## src/common/drive_timing_defines.vh

```
/*
 Timing register map, field positions, reset values and fixed eight-bit
 cycle counts for the drive cycle timing encoder.
 Assumes inclusion by bare name from the design files.
*/
`ifndef DRIVE_TIMING_DEFINES_VH
`define DRIVE_TIMING_DEFINES_VH

// ---------------------------------------------------------------
// Register offsets
// ---------------------------------------------------------------
`define SEC_READ_TIMING_ADDR   10'h170
`define SEC_WRITE_TIMING_ADDR  10'h171
`define SEC_MISC_CONTROL_ADDR  10'h176
`define PRI_READ_TIMING_ADDR   10'h1f0
`define PRI_WRITE_TIMING_ADDR  10'h1f1
`define PRI_MISC_CONTROL_ADDR  10'h1f6

// ---------------------------------------------------------------
// Field positions
// ---------------------------------------------------------------
`define PULSE_MSB      7
`define PULSE_LSB      4
`define RECOV_MSB      3
`define RECOV_LSB      0
`define RDLY_MSB       3
`define RDLY_LSB       1
`define SET_SEL_BIT    0

// ---------------------------------------------------------------
// Reset values and decode offsets
// ---------------------------------------------------------------
`define TIMING_RESET   8'h00
`define MISC_RESET     8'h00
`define PULSE_BIAS     5'h01
`define RECOV_BIAS     5'h02
`define RDLY_BIAS      5'h02

// ---------------------------------------------------------------
// Fixed eight-bit cycle counts, in clocks
// ---------------------------------------------------------------
`define BYTE_PULSE     5'h0a
`define BYTE_RECOV     5'h09
`define BYTE_RDLY      5'h04

`endif

```

## src/logic/drive_cycle_timing_encoder.v

```verilog
/*
 Drive cycle timing encoder: holds the per-channel timing registers in two
 sets, decodes them into clock counts and sequences the drive strobes.
 Assumes a host-side target that presents decoded byte-wide I/O accesses
 as one-cycle pulses on core_clk_i, and a drive ready pin from off chip.
*/
`timescale 1ns/10ps
`default_nettype none
`include "drive_timing_defines.vh"

module drive_cycle_timing_encoder (
   input  wire       core_clk_i,
   input  wire       rst_n_i,
   input  wire       reg_access_i,     // One-cycle I/O access pulse
   input  wire       reg_write_i,      // 1 write, 0 read
   input  wire [9:0] reg_addr_i,
   input  wire [7:0] reg_wdata_i,
   input  wire       cycle_start_i,    // One-cycle drive cycle request
   input  wire       cycle_write_i,
   input  wire       cycle_chan_i,     // 0 primary, 1 secondary
   input  wire       cycle_byte_i,     // Eight-bit drive cycle
   input  wire       drive_io_ready_n_i, // Drive ready pin, high when ready
   output reg  [7:0] reg_rdata_o,
   output reg        prog_mode_o,
   output reg        drive_read_strobe_n_o,
   output reg        drive_write_strobe_n_o,
   output reg        cycle_busy_o,
   output reg        cycle_done_o
);

   // ------------------------------------------------------------
   // Reset release and pin synchroniser
   // ------------------------------------------------------------
   reg rst_s1_reg, rst_s2_reg;
   reg rdy_s1_reg, rdy_s2_reg;
   wire rst_n = rst_s2_reg;

   // Reset release through two flops
   always @(posedge core_clk_i or negedge rst_n_i) begin
      if (!rst_n_i) begin
         rst_s1_reg <= 1'b0;
         rst_s2_reg <= 1'b0;
      end else begin
         rst_s1_reg <= 1'b1;
         rst_s2_reg <= rst_s1_reg;
      end
   end

   // Ready pin synchroniser
   always @(posedge core_clk_i or negedge rst_n) begin
      if (!rst_n) begin
         rdy_s1_reg <= 1'b0;
         rdy_s2_reg <= 1'b0;
      end else begin
         rdy_s1_reg <= drive_io_ready_n_i;
         rdy_s2_reg <= rdy_s1_reg;
      end
   end

   // ------------------------------------------------------------
   // Register file
   // ------------------------------------------------------------
   // Index: {channel, set}
   reg [7:0] read_timing_reg  [0:3];
   reg [7:0] write_timing_reg [0:3];
   reg [7:0] misc_reg         [0:1];
   reg       last_wt_read_reg;

   wire hit_pri_rd = (reg_addr_i == `PRI_READ_TIMING_ADDR);
   wire hit_sec_rd = (reg_addr_i == `SEC_READ_TIMING_ADDR);
   wire hit_pri_wt = (reg_addr_i == `PRI_WRITE_TIMING_ADDR);
   wire hit_sec_wt = (reg_addr_i == `SEC_WRITE_TIMING_ADDR);
   wire hit_pri_mc = (reg_addr_i == `PRI_MISC_CONTROL_ADDR);
   wire hit_sec_mc = (reg_addr_i == `SEC_MISC_CONTROL_ADDR);
   wire acc_chan   = hit_sec_rd | hit_sec_wt | hit_sec_mc;
   wire acc_set    = misc_reg[acc_chan][`SET_SEL_BIT];
   wire [1:0] acc_idx = {acc_chan, acc_set};
   wire wt_read    = reg_access_i & ~reg_write_i & (hit_pri_wt | hit_sec_wt);

   integer i;

   // Register writes and programming-mode detector
   always @(posedge core_clk_i or negedge rst_n) begin
      if (!rst_n) begin
         for (i = 0; i < 4; i = i + 1) begin
            read_timing_reg[i]  <= `TIMING_RESET;
            write_timing_reg[i] <= `TIMING_RESET;
         end
         misc_reg[0]      <= `MISC_RESET;
         misc_reg[1]      <= `MISC_RESET;
         last_wt_read_reg <= 1'b0;
         prog_mode_o      <= 1'b0;
      end else begin
         if (reg_access_i) begin
            // Any other access breaks the double-read sequence
            last_wt_read_reg <= wt_read;
            if (wt_read && last_wt_read_reg)
               prog_mode_o <= 1'b1;
            if (reg_write_i && prog_mode_o) begin
               if (hit_pri_rd | hit_sec_rd)
                  read_timing_reg[acc_idx] <= reg_wdata_i;
               if (hit_pri_wt | hit_sec_wt)
                  write_timing_reg[acc_idx] <= reg_wdata_i;
               if (hit_pri_mc | hit_sec_mc)
                  misc_reg[acc_chan] <= reg_wdata_i;
            end
         end
      end
   end

   // Read data mux
   always @(posedge core_clk_i or negedge rst_n) begin
      if (!rst_n) begin
         reg_rdata_o <= 8'h00;
      end else if (reg_access_i && !reg_write_i) begin
         if (hit_pri_rd | hit_sec_rd)
            reg_rdata_o <= read_timing_reg[acc_idx];
         else if (hit_pri_wt | hit_sec_wt)
            reg_rdata_o <= write_timing_reg[acc_idx];
         else if (hit_pri_mc | hit_sec_mc)
            reg_rdata_o <= misc_reg[acc_chan];
         else
            reg_rdata_o <= 8'h00;                               // Unmapped
      end
   end

   // ------------------------------------------------------------
   // Timing decode
   // ------------------------------------------------------------
   wire       cyc_set = misc_reg[cycle_chan_i][`SET_SEL_BIT];
   wire [7:0] tim_sel = cycle_write_i ? write_timing_reg[{cycle_chan_i, cyc_set}]
                                      : read_timing_reg[{cycle_chan_i, cyc_set}];
   wire [2:0] ready_delay_field = misc_reg[cycle_chan_i][`RDLY_MSB:`RDLY_LSB];
   wire [4:0] prog_pulse = {1'b0, tim_sel[`PULSE_MSB:`PULSE_LSB]} + `PULSE_BIAS;
   wire [4:0] prog_recov = {1'b0, tim_sel[`RECOV_MSB:`RECOV_LSB]} + `RECOV_BIAS;
   wire [4:0] prog_rdly  = {2'b00, ready_delay_field} + `RDLY_BIAS;
   wire [4:0] dec_pulse  = cycle_byte_i ? `BYTE_PULSE : prog_pulse;
   wire [4:0] dec_recov  = cycle_byte_i ? `BYTE_RECOV : prog_recov;
   wire [4:0] dec_rdly   = cycle_byte_i ? `BYTE_RDLY  : prog_rdly;

   // ------------------------------------------------------------
   // Strobe sequencer
   // ------------------------------------------------------------
   localparam ST_IDLE  = 2'd0;
   localparam ST_PULSE = 2'd1;
   localparam ST_RECOV = 2'd2;

   reg [1:0] state_reg;
   reg [4:0] pulse_cnt_reg, recov_cnt_reg, rdly_cnt_reg, rdly_len_reg;
   reg       write_reg;
   wire      rdy_ok = rdy_s2_reg && (rdly_cnt_reg >= rdly_len_reg);

   // Pulse, ready wait and recovery timing
   always @(posedge core_clk_i or negedge rst_n) begin
      if (!rst_n) begin
         state_reg              <= ST_IDLE;
         pulse_cnt_reg          <= 5'h00;
         recov_cnt_reg          <= 5'h00;
         rdly_cnt_reg           <= 5'h00;
         rdly_len_reg           <= 5'h00;
         write_reg              <= 1'b0;
         drive_read_strobe_n_o  <= 1'b1;
         drive_write_strobe_n_o <= 1'b1;
         cycle_busy_o           <= 1'b0;
         cycle_done_o           <= 1'b0;
      end else begin
         cycle_done_o <= 1'b0;
         case (state_reg)
            ST_IDLE: begin
               if (cycle_start_i) begin
                  state_reg              <= ST_PULSE;
                  write_reg              <= cycle_write_i;
                  pulse_cnt_reg          <= dec_pulse;
                  recov_cnt_reg          <= dec_recov;
                  rdly_len_reg           <= dec_rdly;
                  rdly_cnt_reg           <= 5'h00;
                  drive_read_strobe_n_o  <= cycle_write_i;
                  drive_write_strobe_n_o <= ~cycle_write_i;
                  cycle_busy_o           <= 1'b1;
               end
            end
            ST_PULSE: begin
               if (pulse_cnt_reg > 5'h01)
                  pulse_cnt_reg <= pulse_cnt_reg - 5'h01;
               // Count clocks since ready seen high; restart if it drops
               if (!rdy_s2_reg)
                  rdly_cnt_reg <= 5'h00;
               else if (rdly_cnt_reg < 5'h1f)
                  rdly_cnt_reg <= rdly_cnt_reg + 5'h01;
               if (pulse_cnt_reg <= 5'h01 && rdy_ok) begin
                  state_reg              <= ST_RECOV;
                  drive_read_strobe_n_o  <= 1'b1;
                  drive_write_strobe_n_o <= 1'b1;
               end
            end
            ST_RECOV: begin
               if (recov_cnt_reg > 5'h01) begin
                  recov_cnt_reg <= recov_cnt_reg - 5'h01;
               end else begin
                  state_reg    <= ST_IDLE;
                  cycle_busy_o <= 1'b0;
                  cycle_done_o <= 1'b1;
               end
            end
            default: begin
               state_reg <= ST_IDLE;
            end
         endcase
      end
   end

endmodule // drive_cycle_timing_encoder
`default_nettype wire

```

## config.mk

```make
export PLATFORM = sky130hd
export DESIGN_NAME = drive_cycle_timing_encoder
export DESIGN_NICKNAME = d
export VERILOG_FILES = /design/src/logic/drive_cycle_timing_encoder.v
export VERILOG_INCLUDE_DIRS = /design/src /design/src/common
export SDC_FILE = /design/constraint.sdc
export NUM_CORES = 1
export LEC_CHECK = 0
export BUFFER_PORTS_ARGS = -buffer_cell sky130_fd_sc_hd__buf_4
export CORE_MARGIN = 1
export CORE_UTILIZATION = 48
export DETAILED_ROUTE_END_ITERATION = 12
export GPL_ROUTABILITY_DRIVEN = 0
export HOLD_SLACK_MARGIN = 0.02
export MAX_ROUTING_LAYER = met4
export PLACE_DENSITY = 0.66
export SKIP_LAST_GASP = 1
export SYNTH_ARGS = -nofsm -noshare
export SYNTH_HDL_FRONTEND = slang
export SYNTH_SLANG_ARGS = --single-unit
```

## constraint.sdc

```tcl
create_clock -name core_clk_i -period 10.5 [get_ports core_clk_i]
set_clock_uncertainty 0.15 [all_clocks]
set_input_delay 2.1 -clock core_clk_i [delete_from_list [all_inputs] [get_ports core_clk_i]]
set_output_delay 2.1 -clock core_clk_i [all_outputs]
set_load 0.05 [all_outputs]
```

Yosys cells after proc, flatten, opt, wreduce, memory -nomap -nowiden
Index checks and enable logic that the tools add are counted.
- input bits: 27
- output and inout bits: 13
- flip-flop bits (word level): 120
- add/sub/neg operators: 6
- reductions and logical operators: 22
- bitwise logic cells: 13
- eq/ne operators: 14
- $lt $le $gt $ge: 11
- mux-type cells: 56
- operator list (cell ; count):
    8-bit two-way mux ; 17
    8-bit binary-select mux with 2-bit select ; 4
    32-bit bitwise mux ; 2
    10-bit by 9-bit equality test with 1-bit output, second input constant ; 6
    5-bit two-way mux ; 9
    5-bit case mux with 2 select lines ; 3
    3-bit AND reduction ; 9
    16-bit bitwise mux ; 1
    8-bit demux with 2-bit select ; 1
    4-bit two-way mux ; 4
    5-bit by 1-bit greater-than comparator with 1-bit output, second input constant ; 2
    2-bit inequality test, second input constant ; 5
    5-bit by 1-bit subtractor with 5-bit output, second input constant ; 2
    8-bit demux with 1-bit select ; 1
    1-bit logical AND ; 7
    1-bit two-way mux ; 7
    3-bit >= comparator, second input constant ; 2
    2-bit two-way mux ; 3
    2-bit NOT with 3-bit output ; 2
    1-bit case mux with 2 select lines ; 3
    2-bit case mux with 3 select lines ; 1
    4-bit by 1-bit adder with 5-bit output, second input constant ; 1
    4-bit by 2-bit adder with 5-bit output, second input constant ; 1
    5-bit by 1-bit adder with 5-bit output, second input constant ; 1
    other kinds (18) ; 28

Depth between registers and ports, before layout
Gate-level depths: netlist of the first run.
- depth in word-level cells: 13
- depth in mapped cells: 11

Worst setup path after synthesis of the first run
Ideal clock, no wire load.
- kind: input -> register
- from: input port cycle_write_i
- to: register recov_cnt_reg[2]
- stages: 6
- arrival: 3946 ps
- setup time: 126 ps
- path slack: 6278 ps
- required time: 10224 ps
- path through: clkbuf_1 clkbuf_1 mux4_2 ha_1 nor3b_1 o32a_1
- longest elaborated chain between the ends: 5
- RTL lines (element ; RTL line ; text):
    start, declared ; drive_cycle_timing_encoder.v:19 ; input wire cycle_write_i,
    8-bit two-way mux ; drive_cycle_timing_encoder.v:131 ; wire [7:0] tim_sel = cycle_write_i ? write_timing_reg[{cycle_chan_i, cyc_set}]
    4-bit by 2-bit adder with 5-bit output (no source line) ; - ;
    5-bit two-way mux ; drive_cycle_timing_encoder.v:138 ; wire [4:0] dec_recov = cycle_byte_i ? `BYTE_RECOV : prog_recov;
    5-bit two-way mux ; drive_cycle_timing_encoder.v:170 ; if (cycle_start_i) begin
    5-bit case mux with 2 select lines ; drive_cycle_timing_encoder.v:168 ; case (state_reg)
    end signal, assigned ; drive_cycle_timing_encoder.v:174 ; recov_cnt_reg <= dec_recov;
    end signal, assigned ; drive_cycle_timing_encoder.v:198 ; recov_cnt_reg <= recov_cnt_reg - 5'h01;
    end, declared ; drive_cycle_timing_encoder.v:149 ; reg [4:0] pulse_cnt_reg, recov_cnt_reg, rdly_cnt_reg, rdly_len_reg;
No other way between the ends. The select of a mux whose other input is x is not followed.
A chain may end at the register's enable or synchronous reset.

Worst setup path in the final report of the first run
- from: input port reg_addr_i[1]
- to: register write_timing_reg[8] (netlist name)
- longest elaborated chain between the ends: 13
- elaborated cells between the ends (all ways): 19
- those cells by class: order compare (2); eq/ne (4); mux (6); bitwise (5); reduce/logical (2)
- RTL lines (element ; RTL line ; text):
    start, declared ; drive_cycle_timing_encoder.v:16 ; input wire [9:0] reg_addr_i,
    10-bit by 9-bit equality test with 1-bit output (no source line) ; - ;
    1-bit OR (2 in series) ; drive_cycle_timing_encoder.v:75 ; wire acc_chan = hit_sec_rd | hit_sec_wt | hit_sec_mc;
    1-bit NOT with 2-bit output (implied by the code) ; drive_cycle_timing_encoder.v:76 ; wire acc_set = misc_reg[acc_chan][`SET_SEL_BIT];
    8-bit two-way mux (3 in series) ; - ;
    2-bit NOT with 3-bit output (implied by the code) ; drive_cycle_timing_encoder.v:103 ; write_timing_reg[acc_idx] <= reg_wdata_i;
    3-bit >= comparator (implied by the code) or 3-bit by 1-bit less-than comparator with 1-bit output (tied branches) ; drive_cycle_timing_encoder.v:103 ;
    1-bit logical AND (implied by the code) ; drive_cycle_timing_encoder.v:103 ;
    8-bit two-way mux (implied by the code) ; drive_cycle_timing_encoder.v:103 ;
    8-bit demux with 2-bit select ; drive_cycle_timing_encoder.v:103 ;
    32-bit bitwise mux ; drive_cycle_timing_encoder.v:103 ;
    end signal, assigned by index ; drive_cycle_timing_encoder.v:87 ; write_timing_reg[i] <= `TIMING_RESET;
    end signal, assigned by index ; drive_cycle_timing_encoder.v:103 ;
    end, declared ; drive_cycle_timing_encoder.v:65 ; reg [7:0] write_timing_reg [0:3];
Parallel ways exist; a longest one is shown, timed or not. The select of a mux whose other input is x is not followed.

==> impl_summary.txt, run 1 <==
----------------------------------------------------
[Outcome]
  Status ... finished clean

[Routing]
  Routed length per instance ... 19.9 um
  Routed Wire Length ... 14900 um
  Ratio of routed vias to standard cells ... between 5 and 6
  DRC marker count from the first detailed-route iteration ... between 300 and 400
  TritonRoute pass-1 iters ... 7
  DR vias ... 4312
  Final antenna-violating net count ... 0
  DRC violation count after routing ... 0

[Synthesis]
  Post-synthesis cell area ... 6180 um2
  Avg Cell Area, Syn ... 11.7 um2
  Yosys reg bits ... 119
  Unique masters post-synth ... 64
  Proportion of synthesized flip-flops having asynchronous set or reset ... 1.00
  Post-Syn Nets ... between 500 and 600
  Number of enable flip-flop cells after synthesis ... 0
  Count of synthesis-stage warnings from yosys ... 0
  Most used flip-flop cell after synthesis ... sky130_fd_sc_hd__dfrtp_1
  Instance count of the mapped netlist ... 530
  Sequential fraction of the synthesis area ... 0.482

[Clock tree]
  Number of H-tree levels ... 4
  Clock tree from TritonCTS ... built
  Number of hold-repair buffers added at the cts stage ... 0
  Number of cells upsized or downsized after cts ... 0
  Inserted Clock Buffers ... 17
  Post-CTS Setup Bufs ... 0
  Sink count of the clock tree ... ~120
  Clk_lat worst skew ... 0.42 ns
  Longest Clk Path Bufs ... 2
  Clock root buffer ... sky130_fd_sc_hd__clkbuf_16
  Register clock-pin slew on the reported worst setup and hold paths ... roughly 0.050 ns

[Timing]
  Setup Viol. Count Final ... 0
  Max Fclk ... roughly 240 MHz
  Worst hold slack across all endpoints ... 0.201 ns
  Final critical delay including setup and external delays ... about 4.1 ns
  Slew at the pin closest to its max-slew limit ... around 1.1 ns
  Fin crit share ... 0.392
  Headroom to the max-slew limit ... 0.257
  Number of endpoints with negative hold slack in the final report ... 0
  Setup repair after global routing missed its margin ... false
  Final sum of negative setup slack ... 0 ns
  Max Transition Viols Final ... 0

[Global routing]
  Largest net degree at the start of global routing ... 63
  Total global routing overflow ... 0
  Via count of the first global-routing pass ... 4463
  Antenna violations before repair ... 0
  Total global-route track usage ... 0.260
  Wire length of the first global-routing pass ... ~24000 um

[Die]
  X dimension of the die ... 116 um
  Number of rows in the core area ... 41
  Boundary Pins ... 40
  Die height ... 116 um
  Starting density of the core ... 0.492
  DIE AREA ... about 13000 um2
  Core Footprint ... approximately 13000 um2

[Setup path]
  Start-to-end type of the worst setup path ... primary input to register
  Critical path data required time ... 10.65 ns
  Crit path launch type ... primary input
  Worst path arrival time ... 4.27 ns
  Endpoint type of the worst setup path ... register
  Worst Path Max Fanout ... 17

[Placement]
  Quantity of I/O buffers inserted on ports ... 39
  Half-perimeter wire length of the detailed placement result ... ~10000 um

[Power]
  Leakage ... 3.39 nW
  Maximum VDD drop ... around 0.00014 V
  Total power per unit cell area ... 162 nW/um2

[Final layout]
  Area occupied by multi-input gates ... approximately 3000 um2
  Register cell area after layout ... 2980 um2
  Area growth syn-to-layout ... 16.0%
  Nets ... 605
  Fraction of layout instances using a drive strength above 1 ... 0.333
  Number of fill cells ... 1064
  Inserted Diodes ... 0

[Worst hold path]
  Type of the tightest min-delay check ... register to register

[Flow run]
  Max-capacitance violation count ... 0

----------------------------------------------------
==> placed cells by master (no fill, tap or decap), drive strengths merged, types with 6 or more instances in the layout <==
cell	Yosys	layout
buf	16	43
a21oi	25	25
o22ai	10	10
dfrtp	117	117
ha	12	12
nand2	26	26
mux2	93	93
clkinv	0	7
mux2i	31	31
nand3	7	7
nand2b	7	7
nand4	6	6
nor3	22	22
nor2	35	35
o21ai	28	28
inv	18	18
clkbuf	10	20
==> cells by family after synthesis <==
group | count (synthesis) | synth area share
DFF | 119 | 0.482
muxes | 128 | 0.234
other | 1 | 0.000606
and+or+nand+nor | 132 | 0.133
adders and majority gates | 12 | 0.0243
buffers and inverters | 44 | 0.0312
xor gates and xnor gates | 4 | 0.00567
AOI/OAI and AO/OA | 90 | 0.0892
==> path summary, 6_finish.rpt <==
kind	startpoint	endpoint	slack (ns)	cells after the start
worst min-delay path	rst_s1_reg$_DFF_PN0_	rst_n$_DFF_PN0_	0.20	0
worst max-delay path	reg_addr_i[1]	write_timing_reg[8]$_DFFE_PN0P_	6.38	5
min in group asynchronous	rst_n$_DFF_PN0_	read_timing_reg[24]$_DFFE_PN0P_	0.24	0
max in group asynchronous	rst_n$_DFF_PN0_	rdy_s1_reg$_DFF_PN0_	8.65	1
worst max register to register	misc_reg[0]$_DFFE_PN0P_	recov_cnt_reg[2]$_DFFE_PN0P_	7.52	6
worst min register to register	rst_s1_reg$_DFF_PN0_	rst_n$_DFF_PN0_	0.20	0
==> final cells by class <==
cell class | instances | share of cell area
Tap cell | 172 | 0.0300
Inverter | 18 | 0.00942
Clock inverter | 12 | 0.0180
Timing Repair Buffer | 43 | 0.0450
Clock buffer | 20 | 0.0622
Sequential cell | 119 | 0.416
Multi-Input combinational cell | 367 | 0.420
==> critical path, cell delays in order <==
cell and delay [ns]:
sky130_fd_sc_hd__buf_4 0.11, sky130_fd_sc_hd__or3b_1 0.48, sky130_fd_sc_hd__nor3_4 0.62, sky130_fd_sc_hd__nor3b_4 0.56, sky130_fd_sc_hd__mux2_2 0.39
==> Yosys cell counts, drive strengths merged (3+ instances only) <==
cell type,instances,share of area
ha,12,0.024
nand4,6,0.011
buf,16,0.014
nor2,35,0.022
mux2i,31,0.050
nor3b,4,0.010
clkbuf,10,0.0061
mux4,4,0.015
nand4b,3,0.0091
a211oi,4,0.0049
xnor2,3,0.0043
nor4,4,0.0051
dfrtp,117,0.47
a221oi,4,0.0057
nand3,7,0.0065
mux2,93,0.17
o21ai,28,0.023
nor3,22,0.025
nand3b,3,0.0036
inv,18,0.011
or2,3,0.0030
nor2b,4,0.0040
nand2,26,0.016
o22ai,10,0.010
a21oi,25,0.021
nand2b,7,0.0075
==> routing by layer <==
| layer | vias to the layer above | routed length, um | GRT usage |
|---|---|---|---|
| met3 | 36 | 723 | 0.0764 |
| li1 | 1998 | - | - |
| met4 | 0 | 454 | 0.130 |
| met2 | 109 | 7190 | 0.401 |
| met5 | - | 0 | - |
| met1 | 2169 | 6580 | 0.311 |
==> report_power, final <==
part | switching (mW) | total (mW) | internal (mW)
clock network | 0.208 | 0.562 | 0.354
logic | 0.0670 | 0.109 | 0.0424
registers | 0.0190 | 0.494 | 0.475
==> through the flow <==
stage                     cell area (um2)  setup slack (ns)  instances  utilization  power, mW
after CTS                            7180              6.42        751        0.571       1.18
after floorplan                      6180              6.28        530            -      0.575
final                                7180              6.38        751        0.571       1.17
after global placement               6600              6.04        719        0.525      0.609
after global routing                 7180              6.30        751        0.571       1.21
after detailed placement             6600              5.98        719        0.525      0.612
No activity file was read; power rests on OpenSTA's default activity.
==> run 2, diff against run 1 <==
clock period = 4.1 ns   (was 10.5 ns; I/O delays follow)
==> run 2 against run 1 <==
  * Flip-flop and latch count unchanged
  * Largest cell class unchanged
  * Combinational power grew to 2.6 times the previous value
  * Non-clock buffer count increased by 4
  * Worst setup slack worse by 5.3 ns
  * Count of clock-buffer cells in the layout increased by 2
  * Critical endpoint is now recov_cnt_reg[2]$_DFFE_PN0P_
  * Final cell count stayed put
  * Worst hold slack got worse by 0.0065 ns
  * Highest routed layer unchanged
  * Clock power rose by 130%
  * Sequential power grew to 2.6 times the previous value
  * Core utilization down 0.39 points
  * Critical path depth stayed put
==> impl_summary.txt, run 2 (synthesis results as in run 1) <==
----------------------------------------------------
[Power]
  Leakage ... 3.38 nW
  Maximum VDD drop ... 0.000326 V
  Total power per unit cell area ... 397 nW/um2

[Setup path]
  Endpoint type of the worst setup path ... register
  Start-to-end type of the worst setup path ... register to register
  Critical path data required time ... 4.25 ns
  Worst Path Max Fanout ... 17
  Crit path launch type ... register
  Worst path arrival time ... 3.17 ns

[Die]
  Boundary Pins ... 40
  Core Footprint ... 12600 um2
  Die height ... 116 um
  Number of rows in the core area ... 41
  X dimension of the die ... about 120 um
  Starting density of the core ... 0.492
  DIE AREA ... around 13000 um2

[Placement]
  Quantity of I/O buffers inserted on ports ... 39
  Cell count after placement ... between 700 and 800
  Half-perimeter wire length of the detailed placement result ... 10300 um

[Clock tree]
  Clock tree from TritonCTS ... built
  Longest Clk Path Bufs ... 2
  Inserted Clock Buffers ... 17
  Post-CTS Setup Bufs ... 0
  Number of cells upsized or downsized after cts ... 0
  Number of H-tree levels ... 4
  Register clock-pin slew on the reported worst setup and hold paths ... 0.05 ns
  Clock root buffer ... sky130_fd_sc_hd__clkbuf_16
  Sink count of the clock tree ... approximately 120
  Clk_lat worst skew ... 0.42 ns

[Timing]
  Slew at the pin closest to its max-slew limit ... 1.04 ns
  Number of endpoints with negative hold slack in the final report ... 0
  Headroom to the max-slew limit ... 0.308
  Max Transition Viols Final ... 0
  Final critical delay including setup and external delays ... 3.02 ns
  Fin crit share ... 0.737
  Setup Viol. Count Final ... 0
  Setup repair after global routing missed its margin ... false
  Max Fclk ... about 330 MHz
  Final sum of negative setup slack ... 0 ns

[Routing]
  Routed Wire Length ... about 15000 um
  TritonRoute pass-1 iters ... 5
  Final antenna-violating net count ... 0
  DRC violation count after routing ... 0
  DRC marker count from the first detailed-route iteration ... 310
  Routed length per instance ... 19.5 um
  Ratio of routed vias to standard cells ... 5.74
  DR vias ... 4308

[Final layout]
  Nets ... 609
  Inserted Diodes ... 0
  Area growth syn-to-layout ... 15.3%
  Final core utilization ... 0.567
  Final standard cell count with taps included and fillers excluded ... approximately 750
  Most frequent standard cell in the layout excluding fill and tap cells ... sky130_fd_sc_hd__dfrtp_1
  Commonest non-fill, non-tap cells in the layout ... sky130_fd_sc_hd__dfrtp_1 (116), sky130_fd_sc_hd__mux2_2 (90), sky130_fd_sc_hd__buf_4 (46), sky130_fd_sc_hd__nor2_1 (32), sky130_fd_sc_hd__mux2i_1 (31)
  Fraction of layout instances using a drive strength above 1 ... 0.330

[Global routing]
  Total global routing overflow ... 0
  Antenna violations before repair ... 0
  Layer carrying the most global-route usage ... met2
  Met3 Resource Use GR ... 0.0628
  Largest net degree at the start of global routing ... 53
  Met1 track utilization from global routing ... 0.325
  Wire length of the first global-routing pass ... between 20000 and 25000 um
  Total global-route track usage ... 0.256
  Met2 Track Usage GR ... 0.400
  Via count of the first global-routing pass ... 4449

[Worst hold path]
  Type of the tightest min-delay check ... register to register

[Outcome]
  Status ... finished clean

[Flow run]
  Max-capacitance violation count ... 0

----------------------------------------------------
==> run 2: changes by cell type in the layout (fill, tap and decap cells not counted) <==
cell,before,now
sky130_fd_sc_hd__clkbuf_1,2,3
sky130_fd_sc_hd__buf_4,43,46
sky130_fd_sc_hd__clkinv_4,3,0
sky130_fd_sc_hd__clkinv_2,4,6
sky130_fd_sc_hd__clkbuf_8,1,2
sky130_fd_sc_hd__dlygate4sd3_1,0,1
sky130_fd_sc_hd__bufinv_16,2,0
sky130_fd_sc_hd__clkinvlp_4,3,0
==> run 2: stage by stage <==
| stage | cell area [um2] | setup WS, ns | power [mW] | hold WS (ns) |
|---|---|---|---|---|
| finish | 7130 | 1.08 | 2.83 | 0.194 |
| global route | 7130 | 0.976 | 2.93 | 0.202 |
| CTS | 7130 | 1.11 | 2.84 | 0.198 |
| detailed placement | 6620 | 0.921 | 1.57 | 0.187 |
| global placement | 6620 | 0.963 | 1.56 | 0.185 |
| floorplan | 6180 | 0.393 | 1.47 | 0.181 |
==> run 2: cell type report <==
| type | count | area (um2) |
|---|---|---|
| Inverter | 18 | 67.6 |
| Clock inverter | 6 | 30.0 |
| Tap cell | 172 | 215 |
| Sequential cell | 119 | 2980 |
| Fill cell | 1115 | 5440 |
| Clock buffer | 22 | 464 |
| Multi-Input combinational cell | 367 | 3010 |
| Timing Repair Buffer | 47 | 355 |
==> run 2: path summary, 6_finish.rpt <==
path                                         start                                to  slack (ns)  cells past startpoint
setup / recovery           misc_reg[8]$_DFFE_PN0P_      recov_cnt_reg[2]$_DFFE_PN0P_        1.08                      5
hold / removal                rdy_s1_reg$_DFF_PN0_              rdy_s2_reg$_DFF_PN0_        0.19                      0
setup reg to reg           misc_reg[8]$_DFFE_PN0P_      recov_cnt_reg[2]$_DFFE_PN0P_        1.08                      5
hold reg to reg               rdy_s1_reg$_DFF_PN0_              rdy_s2_reg$_DFF_PN0_        0.19                      0
max in group asynchronous          rst_n$_DFF_PN0_  write_timing_reg[15]$_DFFE_PN0P_        2.51                      1
min in group asynchronous          rst_n$_DFF_PN0_   read_timing_reg[31]$_DFFE_PN0P_        0.22                      0
==> run 2: what timing repair did <==
| item | in CTS | in global routing |
|---|---|---|
| setup endpoints to repair | 0 | 0 |
| hold buffers | 1 | 0 |
| endpoints found under the hold margin | 2 | 0 |
==> run 2: worst max-delay path, stage by stage, from the launching register on <==
cell and delay [ns]:
sky130_fd_sc_hd__dfrtp_1 1.03, sky130_fd_sc_hd__mux2_2 0.45, sky130_fd_sc_hd__mux4_2 0.51, sky130_fd_sc_hd__ha_1 0.30
sky130_fd_sc_hd__nor3b_1 0.14, sky130_fd_sc_hd__o32a_1 0.33
==> run 2: where the power goes <==
| part | switching, mW | total [mW] | internal, mW |
|---|---|---|---|
| Sequential | 0.0504 | 1.27 | 1.22 |
| Clock | 0.493 | 1.27 | 0.780 |
| Combinational | 0.175 | 0.285 | 0.111 |
==> run 2: routing by layer <==
layer  routed length [um]  part of all wire
met2                 7220              0.49
met5                    0                 0
met3                  665             0.045
met4                  174             0.012
met1                 6570              0.45
==> run 3, diff against run 2 <==
clock period = 2.8 ns   (was 4.1 ns; I/O delays follow)
==> run 3 against run 2 <==
  * Via count is 2.9% higher
  * Worst hold slack worse by 0.10 ns
  * Register-to-register slack worse by 0.83 ns
  * Critical path depth is 3 higher
  * Count of clock-buffer cells in the layout is 4 lower
  * Wire length is 3.0% higher
  * Power is 59% higher
  * Die area stayed put
  * Final area is 3.5% higher
  * Sequential power is 46% higher
  * Critical path type unchanged
==> impl_summary.txt, run 3 (synthesis results as in run 1) <==
----------------------------------------------------
[Outcome]
  Status ... finished clean

[Setup path]
  Ordered cell list for the critical path ... buf_4 -> mux2i_1 -> nand2_1 -> o211ai_1 -> o21ai_0 -> ha_1 -> nor3b_1 -> o32a_1
  Critical path data required time ... just under 3 ns
  Maximum single-stage delay on the critical path ... approximately 0.46 ns
  Worst Path Max Fanout ... 6
  Crit path launch type ... register
  Start-to-end type of the worst setup path ... register to register
  Endpoint type of the worst setup path ... register
  Family with the most delay on the worst path ... compound AO/OA/AOI/OAI gates
  Worst path arrival time ... 2.71 ns
  Cell with the largest stage delay on the worst path ... sky130_fd_sc_hd__dfrtp_1
  Number of buffers and inverters on the critical path ... 1

[Die]
  Core Footprint ... 12600 um2
  DIE AREA ... 13300 um2
  X dimension of the die ... 116 um
  Number of rows in the core area ... a little over 40
  Starting density of the core ... 0.492
  Die height ... 116 um
  Boundary Pins ... 40

[Clock tree]
  Register clock-pin slew on the reported worst setup and hold paths ... 0.06 ns
  Longest Clk Path Bufs ... 2
  Inserted Clock Buffers ... 17
  Sink count of the clock tree ... 119
  Clock root buffer ... sky130_fd_sc_hd__clkbuf_16
  Clock tree from TritonCTS ... built
  Number of H-tree levels ... 4
  Clk_lat worst skew ... 0.42 ns

[Routing]
  Detail Route met3 WL ... 690 um
  Routed length per instance ... between 15 and 20 um
  WL met1 ... 6670 um
  Routed Wire Length ... 15100 um
  TritonRoute pass-1 iters ... 5
  DRC violation count after routing ... 0
  Routed wl met2 ... 7330 um
  DR vias ... 4432
  Ratio of routed vias to standard cells ... 5.76
  Final antenna-violating net count ... 0
  DRC marker count from the first detailed-route iteration ... 375
  Top Layer Used ... met4

[Final layout]
  Nets ... about 620
  Area growth syn-to-layout ... 19.3%
  Inserted Diodes ... 0
  Most frequent standard cell in the layout excluding fill and tap cells ... sky130_fd_sc_hd__dfrtp_1
  Fraction of layout instances using a drive strength above 1 ... 0.356
  Final standard cell count with taps included and fillers excluded ... 770
  Commonest non-fill, non-tap cells in the layout ... sky130_fd_sc_hd__dfrtp_1 (115), sky130_fd_sc_hd__mux2_2 (90), sky130_fd_sc_hd__buf_4 (59), sky130_fd_sc_hd__nor2_1 (32), sky130_fd_sc_hd__mux2i_1 (31)

[Timing]
  Max Fclk ... ~400 MHz
  Final critical delay including setup and external delays ... 2.55 ns
  Headroom to the max-slew limit ... 0.545
  Number of endpoints with negative hold slack in the final report ... 0
  Setup Viol. Count Final ... 0
  Max Transition Viols Final ... 0
  Slew at the pin closest to its max-slew limit ... 0.683 ns
  Fin crit share ... 0.912
  Final sum of negative setup slack ... 0 ns
  Setup repair after global routing missed its margin ... false

[Placement]
  Quantity of I/O buffers inserted on ports ... 39
  Half-perimeter wire length of the detailed placement result ... 10800 um
  Cell count after placement ... 737

[Global routing]
  Wire length of the first global-routing pass ... about 24000 um
  Total global-route track usage ... 0.253
  Total global routing overflow ... 0
  Largest net degree at the start of global routing ... 53
  Antenna violations before repair ... 0
  Via count of the first global-routing pass ... around 4.4k

[Power]
  Maximum VDD drop ... a little over 0.0004 V
  Leakage ... 3.50 nW
  Total power per unit cell area ... 609 nW/um2

[Flow run]
  Max-capacitance violation count ... 0

[Worst hold path]
  Type of the tightest min-delay check ... primary input to register

----------------------------------------------------
-- run 3: cell types whose count changed in the layout (fill, tap and decap cells not counted) --
cell / change
sky130_fd_sc_hd__buf_4: +13
sky130_fd_sc_hd__clkinvlp_4: +3
sky130_fd_sc_hd__clkinv_2: -4
sky130_fd_sc_hd__dfrtp_1: -1
sky130_fd_sc_hd__clkbuf_8: -2
sky130_fd_sc_hd__clkinv_4: +4
sky130_fd_sc_hd__dfrtp_2: +1
sky130_fd_sc_hd__clkbuf_1: -2
sky130_fd_sc_hd__inv_6: +2
sky130_fd_sc_hd__bufinv_16: +3
sky130_fd_sc_hd__buf_12: +2
-- run 3: power breakdown --
part	internal, mW	switching [mW]
combinational	0.166	0.261
clock	1.40	0.810
sequential	1.78	0.0713
total	3.35	1.14
-- run 3: worst paths after layout --
kind	from	to	slack, ns	cells after the start
min in group asynchronous	rst_n$_DFF_PN0_	write_timing_reg[28]$_DFFE_PN0P_	0.21	0
max reg2reg	misc_reg[0]$_DFFE_PN0P_	recov_cnt_reg[2]$_DFFE_PN0P_	0.25	8
min	drive_io_ready_n_i	rdy_s1_reg$_DFF_PN0_	0.09	1
max	misc_reg[0]$_DFFE_PN0P_	recov_cnt_reg[2]$_DFFE_PN0P_	0.25	8
min reg2reg	rst_s1_reg$_DFF_PN0_	rst_n$_DFF_PN0_	0.20	0
max in group asynchronous	rst_n$_DFF_PN0_	drive_read_strobe_n_o$_DFFE_PN1P_	1.54	1
-- run 3: area by class of cell --
class / count / area, um2
fill: 1028 / 5190
multi-input combinational: 367 / 3010
sequential: 119 / 2990
timing repair buffer: 62 / 493
clock buffer: 18 / 429
tap: 172 / 215
clock inverter: 14 / 175
inverter: 18 / 67.6
-- run 3: repair_timing --
item	in CTS	in global routing
resized for setup	0	1
endpoints found under the hold margin	2	0
buffers inserted	0	0
hold buffers	1	0
setup endpoints to repair	0	1
-- run 3: routing by layer --
layer,vias up,track usage
li1,2038,-
met1,2233,0.319
met2,133,0.397
met3,28,0.0601
met4,0,0.0909
met5,-,-
-- run 3: per-stage QoR --
stage	util	cell area [um2]	setup slack, ns	hold slack, ns	power (mW)
detailed placement	0.538	6760	0.215	0.185	2.31
global route	0.587	7380	0.0289	0.0796	4.66
finish	0.587	7380	0.246	0.0933	4.49
global placement	0.538	6760	0.251	0.184	2.28
CTS	0.587	7370	0.215	0.0809	4.53
floorplan	-	6180	0.118	0.114	2.16
-- run 3: worst reg2reg max path: cells and delay by family (launching register included) --
kind	cells	cell delay (ns)
AOI/OAI and AO/OA	3	0.60
adders and majority gates	1	0.32
buffers and inverters	1	0.21
DFF	1	0.46
muxes	1	0.45
and+or+nand+nor	2	0.25
